[src/rtl/csp_defs.svh]
// Constants of the clock control block: register offsets, fields, resets, rates.
// Assumes a plain register port; the RTL uses these names, but the checker and bench also hard-code figures.
`ifndef CSP_DEFS_SVH
`define CSP_DEFS_SVH
// ============================================================
// Register map
`define CSP_ADDR_W 4
`define CSP_OFF_SYSCFG 4'h0
`define CSP_OFF_PIXFAC 4'h1
`define CSP_OFF_CTRL 4'h2
`define CSP_OFF_STATUS 4'h3
`define CSP_OFF_HPERIOD 4'h4
`define CSP_SYSCFG_RESET 16'h0000
`define CSP_PIXFAC_RESET 11'h148
`define CSP_HPERIOD_RESET 16'h0A00
`define CSP_BUSSEL_BIT 8
`define CSP_PIXFAC_W 11
// Control register bits.
`define CSP_CTRL_IDLE 0
`define CSP_CTRL_SLEEP 1
`define CSP_CTRL_MASTER 2
// ============================================================
// Clock rates and dividers
`define CSP_PLL_MHZ 600
`define CSP_SYS_MHZ 33
`define CSP_BUS_LO_MHZ 66
`define CSP_BUS_HI_MHZ 100
`define CSP_PIX_REF_MHZ 300
`define CSP_SYS_DIV 18
`define CSP_BUS_LO_DIV 9
`define CSP_BUS_HI_DIV 6
`define CSP_ACC_W 13
`define CSP_REFRESH_NS 7800
`define CSP_REFRESH_LO ((`CSP_REFRESH_NS * `CSP_BUS_LO_MHZ) / 1000)
`define CSP_REFRESH_HI ((`CSP_REFRESH_NS * `CSP_BUS_HI_MHZ) / 1000)
`endif

[src/rtl/csp_pkg.sv]
// Types of the clock control block.
// Assumes csp_defs.svh supplies the numbers.
package csp_pkg;
    typedef enum logic [1:0] {CSP_RUN, CSP_IDLE, CSP_SLEEP} csp_power_type;
endpackage : csp_pkg

[src/rtl/csp_clock_ctrl.sv]
// Clock control: PLL enable and bypass, divided system and bus clock enables,
// pixel phase accumulator, horizontal sync re-phasing, refresh tick, registers.
// Assumes the PLL is modelled as CLK_SYS_I plus enable pulses standing for clocks.
//
// Implementation choices: the address map and the plain strobed port.
`include "csp_defs.svh"
`timescale 1ns/10ps
`default_nettype none
module csp_clock_ctrl #(
    parameter int PIX_ACC_W = `CSP_ACC_W
) (
    input wire logic CLK_SYS_I,
    input wire logic RESET_N_I,
    input wire logic [`CSP_ADDR_W-1:0] ADDR_I,
    input wire logic [15:0] WDATA_I,
    input wire logic WR_I,
    input wire logic RD_I,
    output logic [15:0] RDATA_O,
    input wire logic END_OF_INIT_INSTRUCTION_I,
    input wire logic HSYNC_I,
    input wire logic VSYNC_I,
    output logic HSYNC_O,
    output logic VSYNC_O,
    output logic PLL_EN_O,
    output logic PLL_BYPASS_O,
    output logic SYS_TICK_O,
    output logic BUS_TICK_O,
    output logic BUS_FAST_O,
    output logic PIX_TICK_O,
    output logic REFRESH_O
);
    // ============================================================
    // Registers
    logic [15:0] syscfg_reg, syscfg_next;
    logic [`CSP_PIXFAC_W-1:0] pixfac_reg, pixfac_next;
    logic [2:0] ctrl_reg, ctrl_next;
    logic [15:0] hper_reg, hper_next;
    logic locked_reg, locked_next;
    logic [15:0] rdata_reg, rdata_next;
    csp_pkg::csp_power_type pwr;

    always_comb begin
        syscfg_next = syscfg_reg;
        pixfac_next = pixfac_reg;
        ctrl_next = ctrl_reg;
        hper_next = hper_reg;
        locked_next = locked_reg | END_OF_INIT_INSTRUCTION_I;
        rdata_next = 16'h0000;
        if (WR_I) begin
            case (ADDR_I)
                `CSP_OFF_SYSCFG: begin
                    if (!locked_reg) begin
                        syscfg_next = 16'h0000;
                        syscfg_next[`CSP_BUSSEL_BIT] = WDATA_I[`CSP_BUSSEL_BIT];
                    end
                end
                `CSP_OFF_PIXFAC: pixfac_next = WDATA_I[`CSP_PIXFAC_W-1:0];
                `CSP_OFF_CTRL: ctrl_next = WDATA_I[2:0];
                `CSP_OFF_HPERIOD: hper_next = WDATA_I;
                default: ;
            endcase
        end
        if (RD_I) begin
            case (ADDR_I)
                `CSP_OFF_SYSCFG: rdata_next = syscfg_reg;
                `CSP_OFF_PIXFAC: rdata_next = {5'h00, pixfac_reg};
                `CSP_OFF_CTRL: rdata_next = {13'h0000, ctrl_reg};
                `CSP_OFF_STATUS: rdata_next = {12'h000, locked_reg, BUS_FAST_O,
                                               PLL_BYPASS_O, PLL_EN_O};
                `CSP_OFF_HPERIOD: rdata_next = hper_reg;
                default: rdata_next = 16'h0000;
            endcase
        end
    end

    always_ff @(posedge CLK_SYS_I or negedge RESET_N_I) begin
        if (!RESET_N_I) begin
            syscfg_reg <= `CSP_SYSCFG_RESET;
            pixfac_reg <= `CSP_PIXFAC_RESET;
            ctrl_reg <= 3'h0;
            hper_reg <= `CSP_HPERIOD_RESET;
            locked_reg <= 1'b0;
            rdata_reg <= 16'h0000;
        end else begin
            syscfg_reg <= syscfg_next;
            pixfac_reg <= pixfac_next;
            ctrl_reg <= ctrl_next;
            hper_reg <= hper_next;
            locked_reg <= locked_next;
            rdata_reg <= rdata_next;
        end
    end
    assign RDATA_O = rdata_reg;

    // ============================================================
    // Power modes
    always_comb begin
        if (ctrl_reg[`CSP_CTRL_SLEEP]) begin
            pwr = csp_pkg::CSP_SLEEP;
        end else if (ctrl_reg[`CSP_CTRL_IDLE]) begin
            pwr = csp_pkg::CSP_IDLE;
        end else begin
            pwr = csp_pkg::CSP_RUN;
        end
    end

    logic pll_en_reg, pll_en_next, byp_reg, byp_next;
    logic byp_want;
    always_comb begin
        case (pwr)
            csp_pkg::CSP_IDLE: begin
                pll_en_next = 1'b1;
                byp_want = 1'b1;
            end
            csp_pkg::CSP_SLEEP: begin
                // The PLL stops only once the system domain already runs from the bypass.
                pll_en_next = ~byp_reg;
                byp_want = 1'b1;
            end
            default: begin
                pll_en_next = 1'b1;
                byp_want = 1'b0;
            end
        endcase
    end

    // ============================================================
    // Divided clocks
    // Rate changes and bypass take effect only at a divider wrap, so no runt.
    logic [4:0] sys_cnt_reg, sys_cnt_next;
    logic [3:0] bus_cnt_reg, bus_cnt_next;
    logic fast_reg, fast_next;
    logic sys_wrap, bus_wrap;
    always_comb begin
        sys_wrap = (sys_cnt_reg == 5'(`CSP_SYS_DIV - 1));
        sys_cnt_next = sys_wrap ? 5'h00 : sys_cnt_reg + 5'h01;
        bus_wrap = (bus_cnt_reg == (fast_reg ? 4'(`CSP_BUS_HI_DIV - 1)
                                              : 4'(`CSP_BUS_LO_DIV - 1)));
        bus_cnt_next = bus_wrap ? 4'h0 : bus_cnt_reg + 4'h1;
        fast_next = bus_wrap ? syscfg_reg[`CSP_BUSSEL_BIT] : fast_reg;
        byp_next = sys_wrap ? byp_want : byp_reg;
    end

    // ============================================================
    // Refresh interval
    logic [10:0] ref_cnt_reg, ref_cnt_next;
    logic ref_reg, ref_next;
    always_comb begin
        ref_cnt_next = ref_cnt_reg;
        ref_next = 1'b0;
        if (bus_wrap) begin
            if (ref_cnt_reg >= (fast_reg ? 11'(`CSP_REFRESH_HI - 1)
                                          : 11'(`CSP_REFRESH_LO - 1))) begin
                ref_cnt_next = 11'h000;
                ref_next = 1'b1;
            end else begin
                ref_cnt_next = ref_cnt_reg + 11'h001;
            end
        end
    end

    // ============================================================
    // Sync inputs and pixel accumulator
    logic [1:0] hs_sync_reg, vs_sync_reg;
    logic hs_old_reg;
    logic [15:0] hcnt_reg, hcnt_next;
    logic hs_gen_reg, hs_gen_next, vs_gen_reg;
    logic [PIX_ACC_W-1:0] acc_reg, acc_next;
    logic pix_reg, pix_next;
    logic hs_rise;
    logic [PIX_ACC_W:0] acc_sum;
    always_comb begin
        hcnt_next = (hcnt_reg >= hper_reg) ? 16'h0000 : hcnt_reg + 16'h0001;
        hs_gen_next = ctrl_reg[`CSP_CTRL_MASTER] && (hcnt_reg == 16'h0000);
        hs_rise = ctrl_reg[`CSP_CTRL_MASTER] ? hs_gen_next
                                              : (hs_sync_reg[1] & ~hs_old_reg);
        acc_sum = {1'b0, acc_reg} + (PIX_ACC_W + 1)'(pixfac_reg);
        acc_next = acc_sum[PIX_ACC_W-1:0];
        pix_next = acc_sum[PIX_ACC_W];
        if (hs_rise) begin
            acc_next = (PIX_ACC_W)'(pixfac_reg);
            pix_next = 1'b1;
        end
    end

    always_ff @(posedge CLK_SYS_I or negedge RESET_N_I) begin
        if (!RESET_N_I) begin
            pll_en_reg <= 1'b1;
            byp_reg <= 1'b0;
            sys_cnt_reg <= 5'h00;
            bus_cnt_reg <= 4'h0;
            fast_reg <= 1'b0;
            ref_cnt_reg <= 11'h000;
            ref_reg <= 1'b0;
            hs_sync_reg <= 2'b00;
            vs_sync_reg <= 2'b00;
            hs_old_reg <= 1'b0;
            hcnt_reg <= 16'h0000;
            hs_gen_reg <= 1'b0;
            vs_gen_reg <= 1'b0;
            acc_reg <= '0;
            pix_reg <= 1'b0;
        end else begin
            pll_en_reg <= pll_en_next;
            byp_reg <= byp_next;
            sys_cnt_reg <= sys_cnt_next;
            bus_cnt_reg <= bus_cnt_next;
            fast_reg <= fast_next;
            ref_cnt_reg <= ref_cnt_next;
            ref_reg <= ref_next;
            hs_sync_reg <= {hs_sync_reg[0], HSYNC_I};
            vs_sync_reg <= {vs_sync_reg[0], VSYNC_I};
            hs_old_reg <= hs_sync_reg[1];
            hcnt_reg <= hcnt_next;
            hs_gen_reg <= hs_gen_next;
            vs_gen_reg <= vs_sync_reg[1];
            acc_reg <= acc_next;
            pix_reg <= pix_next;
        end
    end

    assign PIX_TICK_O = pix_reg & pll_en_reg;
    assign PLL_EN_O = pll_en_reg;
    assign PLL_BYPASS_O = byp_reg;
    assign SYS_TICK_O = sys_wrap;
    assign BUS_TICK_O = bus_wrap;
    assign BUS_FAST_O = fast_reg;
    assign REFRESH_O = ref_reg;
    assign HSYNC_O = hs_gen_reg;
    assign VSYNC_O = ctrl_reg[`CSP_CTRL_MASTER] & vs_gen_reg;
endmodule : csp_clock_ctrl
`default_nettype wire

[config.mk]
export PLATFORM = sky130hd
export DESIGN_NAME = csp_clock_ctrl
export DESIGN_NICKNAME = d
export VERILOG_FILES = /design/src/rtl/csp_pkg.sv /design/src/rtl/csp_clock_ctrl.sv
export VERILOG_INCLUDE_DIRS = /design/src /design/src/rtl
export SDC_FILE = /design/constraint.sdc
export NUM_CORES = 1
export LEC_CHECK = 0
export BUFFER_PORTS_ARGS = -buffer_cell sky130_fd_sc_hd__buf_2
export CAP_MARGIN = 20
export CORE_MARGIN = 3
export CORE_UTILIZATION = 53
export CTS_BUF_LIST = sky130_fd_sc_hd__clkbuf_8
export DETAILED_ROUTE_END_ITERATION = 10
export MAX_ROUTING_LAYER = met4
export PLACE_DENSITY = 0.72
export SLEW_MARGIN = 15
export SYNTH_ARGS = -nofsm -noshare
export SYNTH_HDL_FRONTEND = slang
export SYNTH_SLANG_ARGS = --single-unit
[constraint.sdc]
create_clock -name CLK_SYS_I -period 3.15 [get_ports CLK_SYS_I]
set_input_delay 0.63 -clock CLK_SYS_I [delete_from_list [all_inputs] [get_ports CLK_SYS_I]]
set_output_delay 0.63 -clock CLK_SYS_I [all_outputs]
set_load 0.005 [all_outputs]
# == Word-level counts from Yosys, hierarchy flattened ==
# Cells that the tools add are included.
# classes
add_sub_neg,5
n_lt_le_gt_ge,2
eq_ne,8
n_mux,17
bitwise_logic,7
n_reduce_logical,8
# op_table
op,n
$pmux W16 S5,1
$mux W16,2
$add A16 B1 Y16 const B,1
$ge A16 B16 Y1,1
$logic_not A16 Y1,1
$add A13 B11 Y14,1
$mux W13,1
$add A11 B1 Y11 const B,1
$ge A11 B10 Y1,1
$mux W11,1
$mux W9,1
$eq A4 B2 Y1 const B,2
$mux W4,2
$mux W1,7
$reduce_and A2 Y1,3
$add A5 B1 Y5 const B,1
$eq A5 B5 Y1 const B,1
$mux W5,1
$add A4 B1 Y4 const B,1
$eq A4 B1 Y1 const B,1
$eq A4 B3 Y1 const B,1
$eq A4 B4 Y1,1
$logic_not A4 Y1,1
$and A1 B1 Y1,3
other kinds (8),10
# totals
ff_bits,109
in_bits,27
out_inout_bits,25

# == Longest topological paths before layout ==
# Gate-level depths: netlist (run 1).
# logic_depth
word_depth,5
ltp_mapped,8
mapped_depth_nobuf,7

# == Worst setup path after synthesis (run 1) ==
# OpenSTA, ideal clock, no wires.
# synth_path
path_kind,input port to flip-flop
start,in ADDR_I[1]
end,reg hper_reg[10]
setup_time_ps,125
arrival_ps,2115
path_slack_ps,911
cell_stages,7
path_cell_list,clkbuf_1 > nor2_1 > nand2_1 > nor2_1 > nand2_1 > clkbuf_1 > mux2_2
# synth_between
elab_chain_len,2
# synth_lines
item,line_no,rtl
"start, declared",csp_clock_ctrl.sv:14,"input wire logic [`CSP_ADDR_W-1:0] ADDR_I,"
$eq A4 B3 Y1,csp_clock_ctrl.sv:50,case (ADDR_I)
$reduce_and A2 Y1 (no source line),--,
"end signal, assigned",csp_clock_ctrl.sv:81,hper_reg <= `CSP_HPERIOD_RESET;
"end signal, assigned",csp_clock_ctrl.sv:88,hper_reg <= hper_next;
"end, declared",csp_clock_ctrl.sv:37,"logic [15:0] hper_reg, hper_next;"
# No other way between the ends.
# A chain may end at the register's enable or synchronous reset.

# == Worst setup path after layout (run 1) ==
# layout_path
start,"reg fast_reg, in the netlist BUS_FAST_O"
end,reg ref_cnt_reg[3]
# layout_between
elab_chain_len,3
word_cells_on_any_way,5
# layout_lines
item,line_no,rtl
"start, declared",csp_clock_ctrl.sv:132,"logic fast_reg, fast_next;"
"start signal, assigned",csp_clock_ctrl.sv:208,fast_reg <= fast_next;
$mux W9,csp_clock_ctrl.sv:152,if (ref_cnt_reg >= (fast_reg ? 11'(`CSP_REFRESH_HI - 1)
$ge A11 B10 Y1,csp_clock_ctrl.sv:152,
$mux W11,csp_clock_ctrl.sv:152,
"end signal, assigned",csp_clock_ctrl.sv:209,ref_cnt_reg <= ref_cnt_next;
"end, declared",csp_clock_ctrl.sv:146,"logic [10:0] ref_cnt_reg, ref_cnt_next;"
# Several ways; a longest one is shown, not always the timed one.

==> flow_summary.json, run 1 <==
{
  "syn_area_per_cell_um2": 10.8,
  "cts_setup_buffers": 0,
  "synthCells": 515,
  "cts.repair.resized": 0,
  "tritoncts": "built",
  "timing.reg2reg.worst_path_depth": 7,
  "cts_htree_levels": 3,
  "drv.max_cap_violation_count": 0,
  "post_synth_net_total": 579,
  "final-max-slew-violation-count": 0,
  "row_count": 36,
  "first_pass_grt_wire_length_um": 19500,
  "worst_setup_hold_path_clk_slew_ns": 0.10,
  "number_of_enable_type_register_cells_in_the_synthesized_netlist": 0,
  "final.min_clock_period_ns": 2.59,
  "worst_clock_skew_ns": 0.0153,
  "grt.total_usage_pct": 21.4,
  "drt_pass1_iterations": 6,
  "cts_num_sinks": 109,
  "grt_max_degree": 110,
  "drt_iter0_drc": 188,
  "ff2ff_setup_slack_ns": 0.56,
  "rr_startpoint": "BUS_FAST_O",
  "required_ns": 3.44,
  "cts.path.max_buffers": 2,
  "worst_skew_pair.late_latency_ns": 0.37,
  "pre_cts_slack_ns": 0.620,
  "num_vias": 4050,
  "slew-limit-headroom_pct": 50.2,
  "gr_ovfl_total": 0,
  "die_width_um": 108,
  "min_period_over_period_pct": 82.3,
  "arrival_ns": 2.88,
  "cts_hold_repair.buffers": 0,
  "report.final.setup_viol": 0,
  "initial_utilization_pct": 55.6,
  "drt_drc_violations_left": 0,
  "worst_ir_drop_vdd_mv": 0.458,
  "layout_area_growth_over_synthesis_pct": 11.6,
  "cts_bufs_inserted": 9,
  "totalWireLength_um": 11800,
  "power_density_nw_per_um2": 701,
  "yosysWarnings": 0,
  "floorplan.die_area_um2": 11800,
  "met3_length_um": 419,
  "synth.ff_latch_count": 109,
  "achievable-frequency_mhz": 386,
  "worst_pin_slew_ns": 0.747,
  "r2r_endpoint": "ref_cnt_reg[3]",
  "first_global_vias": 4060,
  "synth_flop_cell": "sky130_fd_sc_hd__dfrtp_1",
  "worstSetupPathType": "register to register",
  "wl_met2_um": 6070,
  "routed_via_density": 5.74,
  "port_buffers": 51,
  "cts.root.buffer_cell": "sky130_fd_sc_hd__clkbuf_8",
  "yosysUniqueCellTypes": 50,
  "layout.nets": 631,
  "final.setup.tns_ns": 0,
  "outcome": "complete, no violations",
  "min-delay-path-class": "input port to async pin",
  "route.antenna.remaining_nets": 0,
  "fin_ws_ns": 0.558,
  "grt_setup_unrepaired": "no",
  "drive_above_1_share_pct": 20.8,
  "critPathCaptureType": "register",
  "routedWlPerCell_um": 16.7,
  "worstPathMaxFanout": 17,
  "antenna_found_initial": 0,
  "yosysSeqAreaShare_pct": 49.2,
  "routedLengthMet1_um": 5150,
  "pleak_uw": 0.00297,
  "dieHeight_um": 108,
  "n_antenna_cell": 0,
  "hpwlAfterDp_um": 8390,
  "top_routing_layer_in_use": "met4",
  "gp_routability_congestion": 0.860,
  "mostFrequentLayoutCell": "sky130_fd_sc_hd__dfrtp_1",
  "netlist_area_um2": 5560,
  "final-hold-violation-count": 0,
  "ioPinCount": 52,
  "synth-async-reset-ratio_pct": 100,
  "mostFrequentLayoutCells": "sky130_fd_sc_hd__dfrtp_1, sky130_fd_sc_hd__buf_2, sky130_fd_sc_hd__nand2_1",
  "core_um2": 10000,
  "worstSetupStartpointType": "register"
}
-- metal layers --
| metal | vias to the layer above | global-route usage, % |
|---|---|---|
| li1 | 1960 | - |
| met2 | 95 | 36.2 |
| met1 | 1980 | 27.0 |
| met4 | 0 | 4.78 |
| met3 | 15 | 3.88 |
| met5 | - | - |
-- metrics by stage --
step / util (%) / std cells / cell area (µm²) / power [µW] / hold slack, ns
6_report: 62.0 / 705 / 6200 / 4350 / 0.313
5_1_grt: 62.0 / 705 / 6200 / 4690 / 0.345
4_1_cts: 62.0 / 705 / 6200 / 4370 / 0.349
3_5_place_dp: 59.7 / 689 / 5970 / 3390 / 0.339
3_3_place_gp: 59.7 / 689 / 5970 / 3300 / 0.337
2_1_floorplan: - / 515 / 5560 / 3000 / 0.331
-- worst max-delay path: stages (launching register included) --
cell and delay [ns]:
sky130_fd_sc_hd__dfrtp_1 0.45, sky130_fd_sc_hd__inv_1 0.13, sky130_fd_sc_hd__ha_1 0.31, sky130_fd_sc_hd__a211o_1 0.25, sky130_fd_sc_hd__a211o_1 0.32, sky130_fd_sc_hd__a311oi_4 0.71
sky130_fd_sc_hd__nand3_1 0.19, sky130_fd_sc_hd__mux2i_1 0.18
-- cell type report --
| class | count | area [µm²] |
|---|---|---|
| Fill cell | 832 | 3790 |
| Timing Repair Buffer | 57 | 315 |
| Sequential cell | 109 | 2740 |
| Multi-Input combinational cell | 360 | 2650 |
| Clock inverter | 6 | 91.3 |
| Tap cell | 133 | 166 |
| Clock buffer | 10 | 138 |
| Inverter | 30 | 113 |
-- cell families after synthesis --
group                      Yosys count  synth area share (%)
buffers and inverters               46                  3.31
AOI/OAI and AO/OA                  103                  12.4
and+or+nand+nor                    155                  14.8
muxes                               41                  8.14
DFF                                109                  49.2
adders and majority gates           37                  8.46
xor gates and xnor gates            24                  3.78
-- where the power goes --
group,leakage (µW),internal [µW],switching (µW)
clock,0.000118,478,485
combinational,0.00147,649,757
sequential,0.00137,1700,286
total,0.00297,2820,1530
-- worst max-delay path by stage --
stage                    start              to  slack, ns  cells after the start
floorplan            ADDR_I[1]    hper_reg[10]       0.91                      7
detailed placement  BUS_FAST_O  ref_cnt_reg[3]       0.62                      7
finish              BUS_FAST_O  ref_cnt_reg[3]       0.56                      7
global route        BUS_FAST_O  ref_cnt_reg[3]       0.37                      7
global placement    BUS_FAST_O  ref_cnt_reg[8]       0.72                      7
CTS                 BUS_FAST_O      BUS_TICK_O       0.56                      4
-- cells in the mapped netlist (12+ instances only) --
library cell | n | area (µm²)
sky130_fd_sc_hd__xnor2_1 | 15 | 131
sky130_fd_sc_hd__a21o_1 | 13 | 97.6
sky130_fd_sc_hd__and3_1 | 14 | 87.6
sky130_fd_sc_hd__mux2_2 | 34 | 383
sky130_fd_sc_hd__nor2_1 | 27 | 101
sky130_fd_sc_hd__nand2_1 | 39 | 146
sky130_fd_sc_hd__o21ai_0 | 14 | 70.1
sky130_fd_sc_hd__inv_1 | 30 | 113
sky130_fd_sc_hd__nand3_1 | 20 | 100
sky130_fd_sc_hd__clkbuf_1 | 12 | 45.0
sky130_fd_sc_hd__a211oi_1 | 17 | 128
sky130_fd_sc_hd__a21oi_1 | 26 | 130
sky130_fd_sc_hd__dfrtp_1 | 103 | 2580
sky130_fd_sc_hd__ha_1 | 36 | 450
(Power assumes the default switching activity.)
==> run 2: changes to the inputs <==
==> constraint.sdc (replaced) <==
create_clock -name CLK_SYS_I -period 2.5 [get_ports CLK_SYS_I]
set_input_delay 0.5 -clock CLK_SYS_I [delete_from_list [all_inputs] [get_ports CLK_SYS_I]]
set_output_delay 0.5 -clock CLK_SYS_I [all_outputs]
set_load 0.005 [all_outputs]
==> flow_summary.json, run 2 (synthesis results as in run 1) <==
{
  "grtUsageMet3_pct": 5.49,
  "drt_pass1_iterations": 4,
  "totalWireLength_um": 12000,
  "final-hold-violation-count": 0,
  "gr_ovfl_total": 0,
  "cts_hold_repair.buffers": 0,
  "routed_via_density": 5.84,
  "drt_drc_violations_left": 0,
  "mostFrequentLayoutCells": "sky130_fd_sc_hd__dfrtp_1, sky130_fd_sc_hd__buf_2, sky130_fd_sc_hd__nand2_1",
  "port_buffers": 51,
  "final-max-slew-violation-count": 0,
  "gp_routability_congestion": 0.906,
  "first_pass_grt_wire_length_um": 20300,
  "worstSetupPathType": "register to output pin",
  "tritoncts": "built",
  "hpwlAfterDp_um": 8620,
  "cts_htree_levels": 3,
  "required_ns": 2.00,
  "global_route.peak_usage_layer": "met2",
  "worstPathMaxFanout": 16,
  "num_vias": 4161,
  "first_global_vias": 4218,
  "cts.path.max_buffers": 2,
  "dieHeight_um": 108,
  "drv.max_cap_violation_count": 0,
  "final.min_clock_period_ns": 2.36,
  "final.setup.tns_ns": 0,
  "slew-limit-headroom_pct": 52.1,
  "worst_ir_drop_vdd_mv": 0.522,
  "report.final.setup_viol": 0,
  "row_count": 36,
  "grt.met2_usage_pct": 37.9,
  "arrival_ns": 1.86,
  "layout.nets": 638,
  "critPathCaptureType": "output pin",
  "cts_num_sinks": 109,
  "ioPinCount": 52,
  "drt_iter0_drc": 223,
  "min-delay-path-class": "input port to async pin",
  "min_period_over_period_pct": 94.3,
  "achievable-frequency_mhz": 424,
  "fillCellCount": 837,
  "groute.layer.met1.usage_pct": 28.0,
  "cts_bufs_inserted": 9,
  "worstSetupStartpointType": "register",
  "worst_pin_slew_ns": 0.717,
  "grt_setup_unrepaired": "no",
  "core_um2": 10000,
  "worst_clock_skew_ns": 0.00362,
  "floorplan.die_area_um2": 11800,
  "grt_max_degree": 39,
  "route.antenna.remaining_nets": 0,
  "grt.total_usage_pct": 22.9,
  "mostFrequentLayoutCell": "sky130_fd_sc_hd__dfrtp_1",
  "n_antenna_cell": 0,
  "routedWlPerCell_um": 16.8,
  "power_density_nw_per_um2": 861,
  "layout_area_growth_over_synthesis_pct": 11.9,
  "initial_utilization_pct": 55.6,
  "antenna_found_initial": 0,
  "drive_above_1_share_pct": 21.1,
  "ff2ff_setup_slack_ns": 0.21,
  "total_power_uw": 5360,
  "pleak_uw": 0.00300,
  "cts.root.buffer_cell": "sky130_fd_sc_hd__clkbuf_8",
  "worst_setup_hold_path_clk_slew_ns": 0.09,
  "die_width_um": 108,
  "outcome": "complete, no violations",
  "worst_skew_pair.late_latency_ns": 0.37
}
run 2: final cells by class:
cell class / count / area (µm²) / area share, %
Sequential cell: 109 / 2740 / 43.9
Tap cell: 133 / 166 / 2.67
Clock inverter: 5 / 45.0 / 0.723
Clock buffer: 11 / 151 / 2.43
Multi-Input combinational cell: 360 / 2640 / 42.5
Timing Repair Buffer: 64 / 372 / 5.97
Inverter: 30 / 113 / 1.81
run 2: final timing paths:
kind                                     start             end  cells past startpoint
worst max-delay path            bus_cnt_reg[0]      BUS_TICK_O                      4
worst min-delay path                 RESET_N_I  sys_cnt_reg[4]                      1
worst max register to register      BUS_FAST_O  ref_cnt_reg[8]                      8
worst min register to register  hs_sync_reg[0]  hs_sync_reg[1]                      0
max in group asynchronous            RESET_N_I   pixfac_reg[3]                      2
min in group CLK_SYS_I                 VSYNC_I  vs_sync_reg[0]                      1
run 2: critical path, cell delays in order, from the launching register on:
cell                      delay (ns)
sky130_fd_sc_hd__dfrtp_1        0.44
sky130_fd_sc_hd__or4b_1         0.52
sky130_fd_sc_hd__a21o_2         0.31
sky130_fd_sc_hd__inv_1          0.10
sky130_fd_sc_hd__buf_2          0.11
run 2: stage by stage:
step | cell area, µm² | hold slack [ns] | cells | setup slack, ns | utilization [%]
5_1_grt | 6230 | 0.103 | 712 | 0.0122 | 62.3
4_1_cts | 6220 | 0.0977 | 712 | 0.0464 | 62.2
6_report | 6230 | 0.0876 | 712 | 0.142 | 62.3
3_3_place_gp | 6020 | 0.335 | 696 | 0.331 | 60.2
2_1_floorplan | 5560 | 0.204 | 515 | 0.314 | -
3_5_place_dp | 6020 | 0.340 | 696 | 0.190 | 60.2
run 2: routing by layer:
layer,vias to the layer above,wire length [µm]
li1,1972,-
met1,2066,5090
met2,100,6110
met3,23,514
met4,0,244
met5,-,0
run 2: power by group:
| part | total (µW) | internal [µW] | leakage, µW | switching (µW) |
|---|---|---|---|---|
| combinational | 1810 | 851 | 0.00151 | 963 |
| clock | 1060 | 505 | 0.000115 | 557 |
| sequential | 2480 | 2140 | 0.00137 | 344 |
| total | 5360 | 3500 | 0.00300 | 1860 |
run 2: what timing repair did:
item                       CTS  global route
resized for setup            0             2
buffers inserted             0             0
setup endpoints to repair    0             2
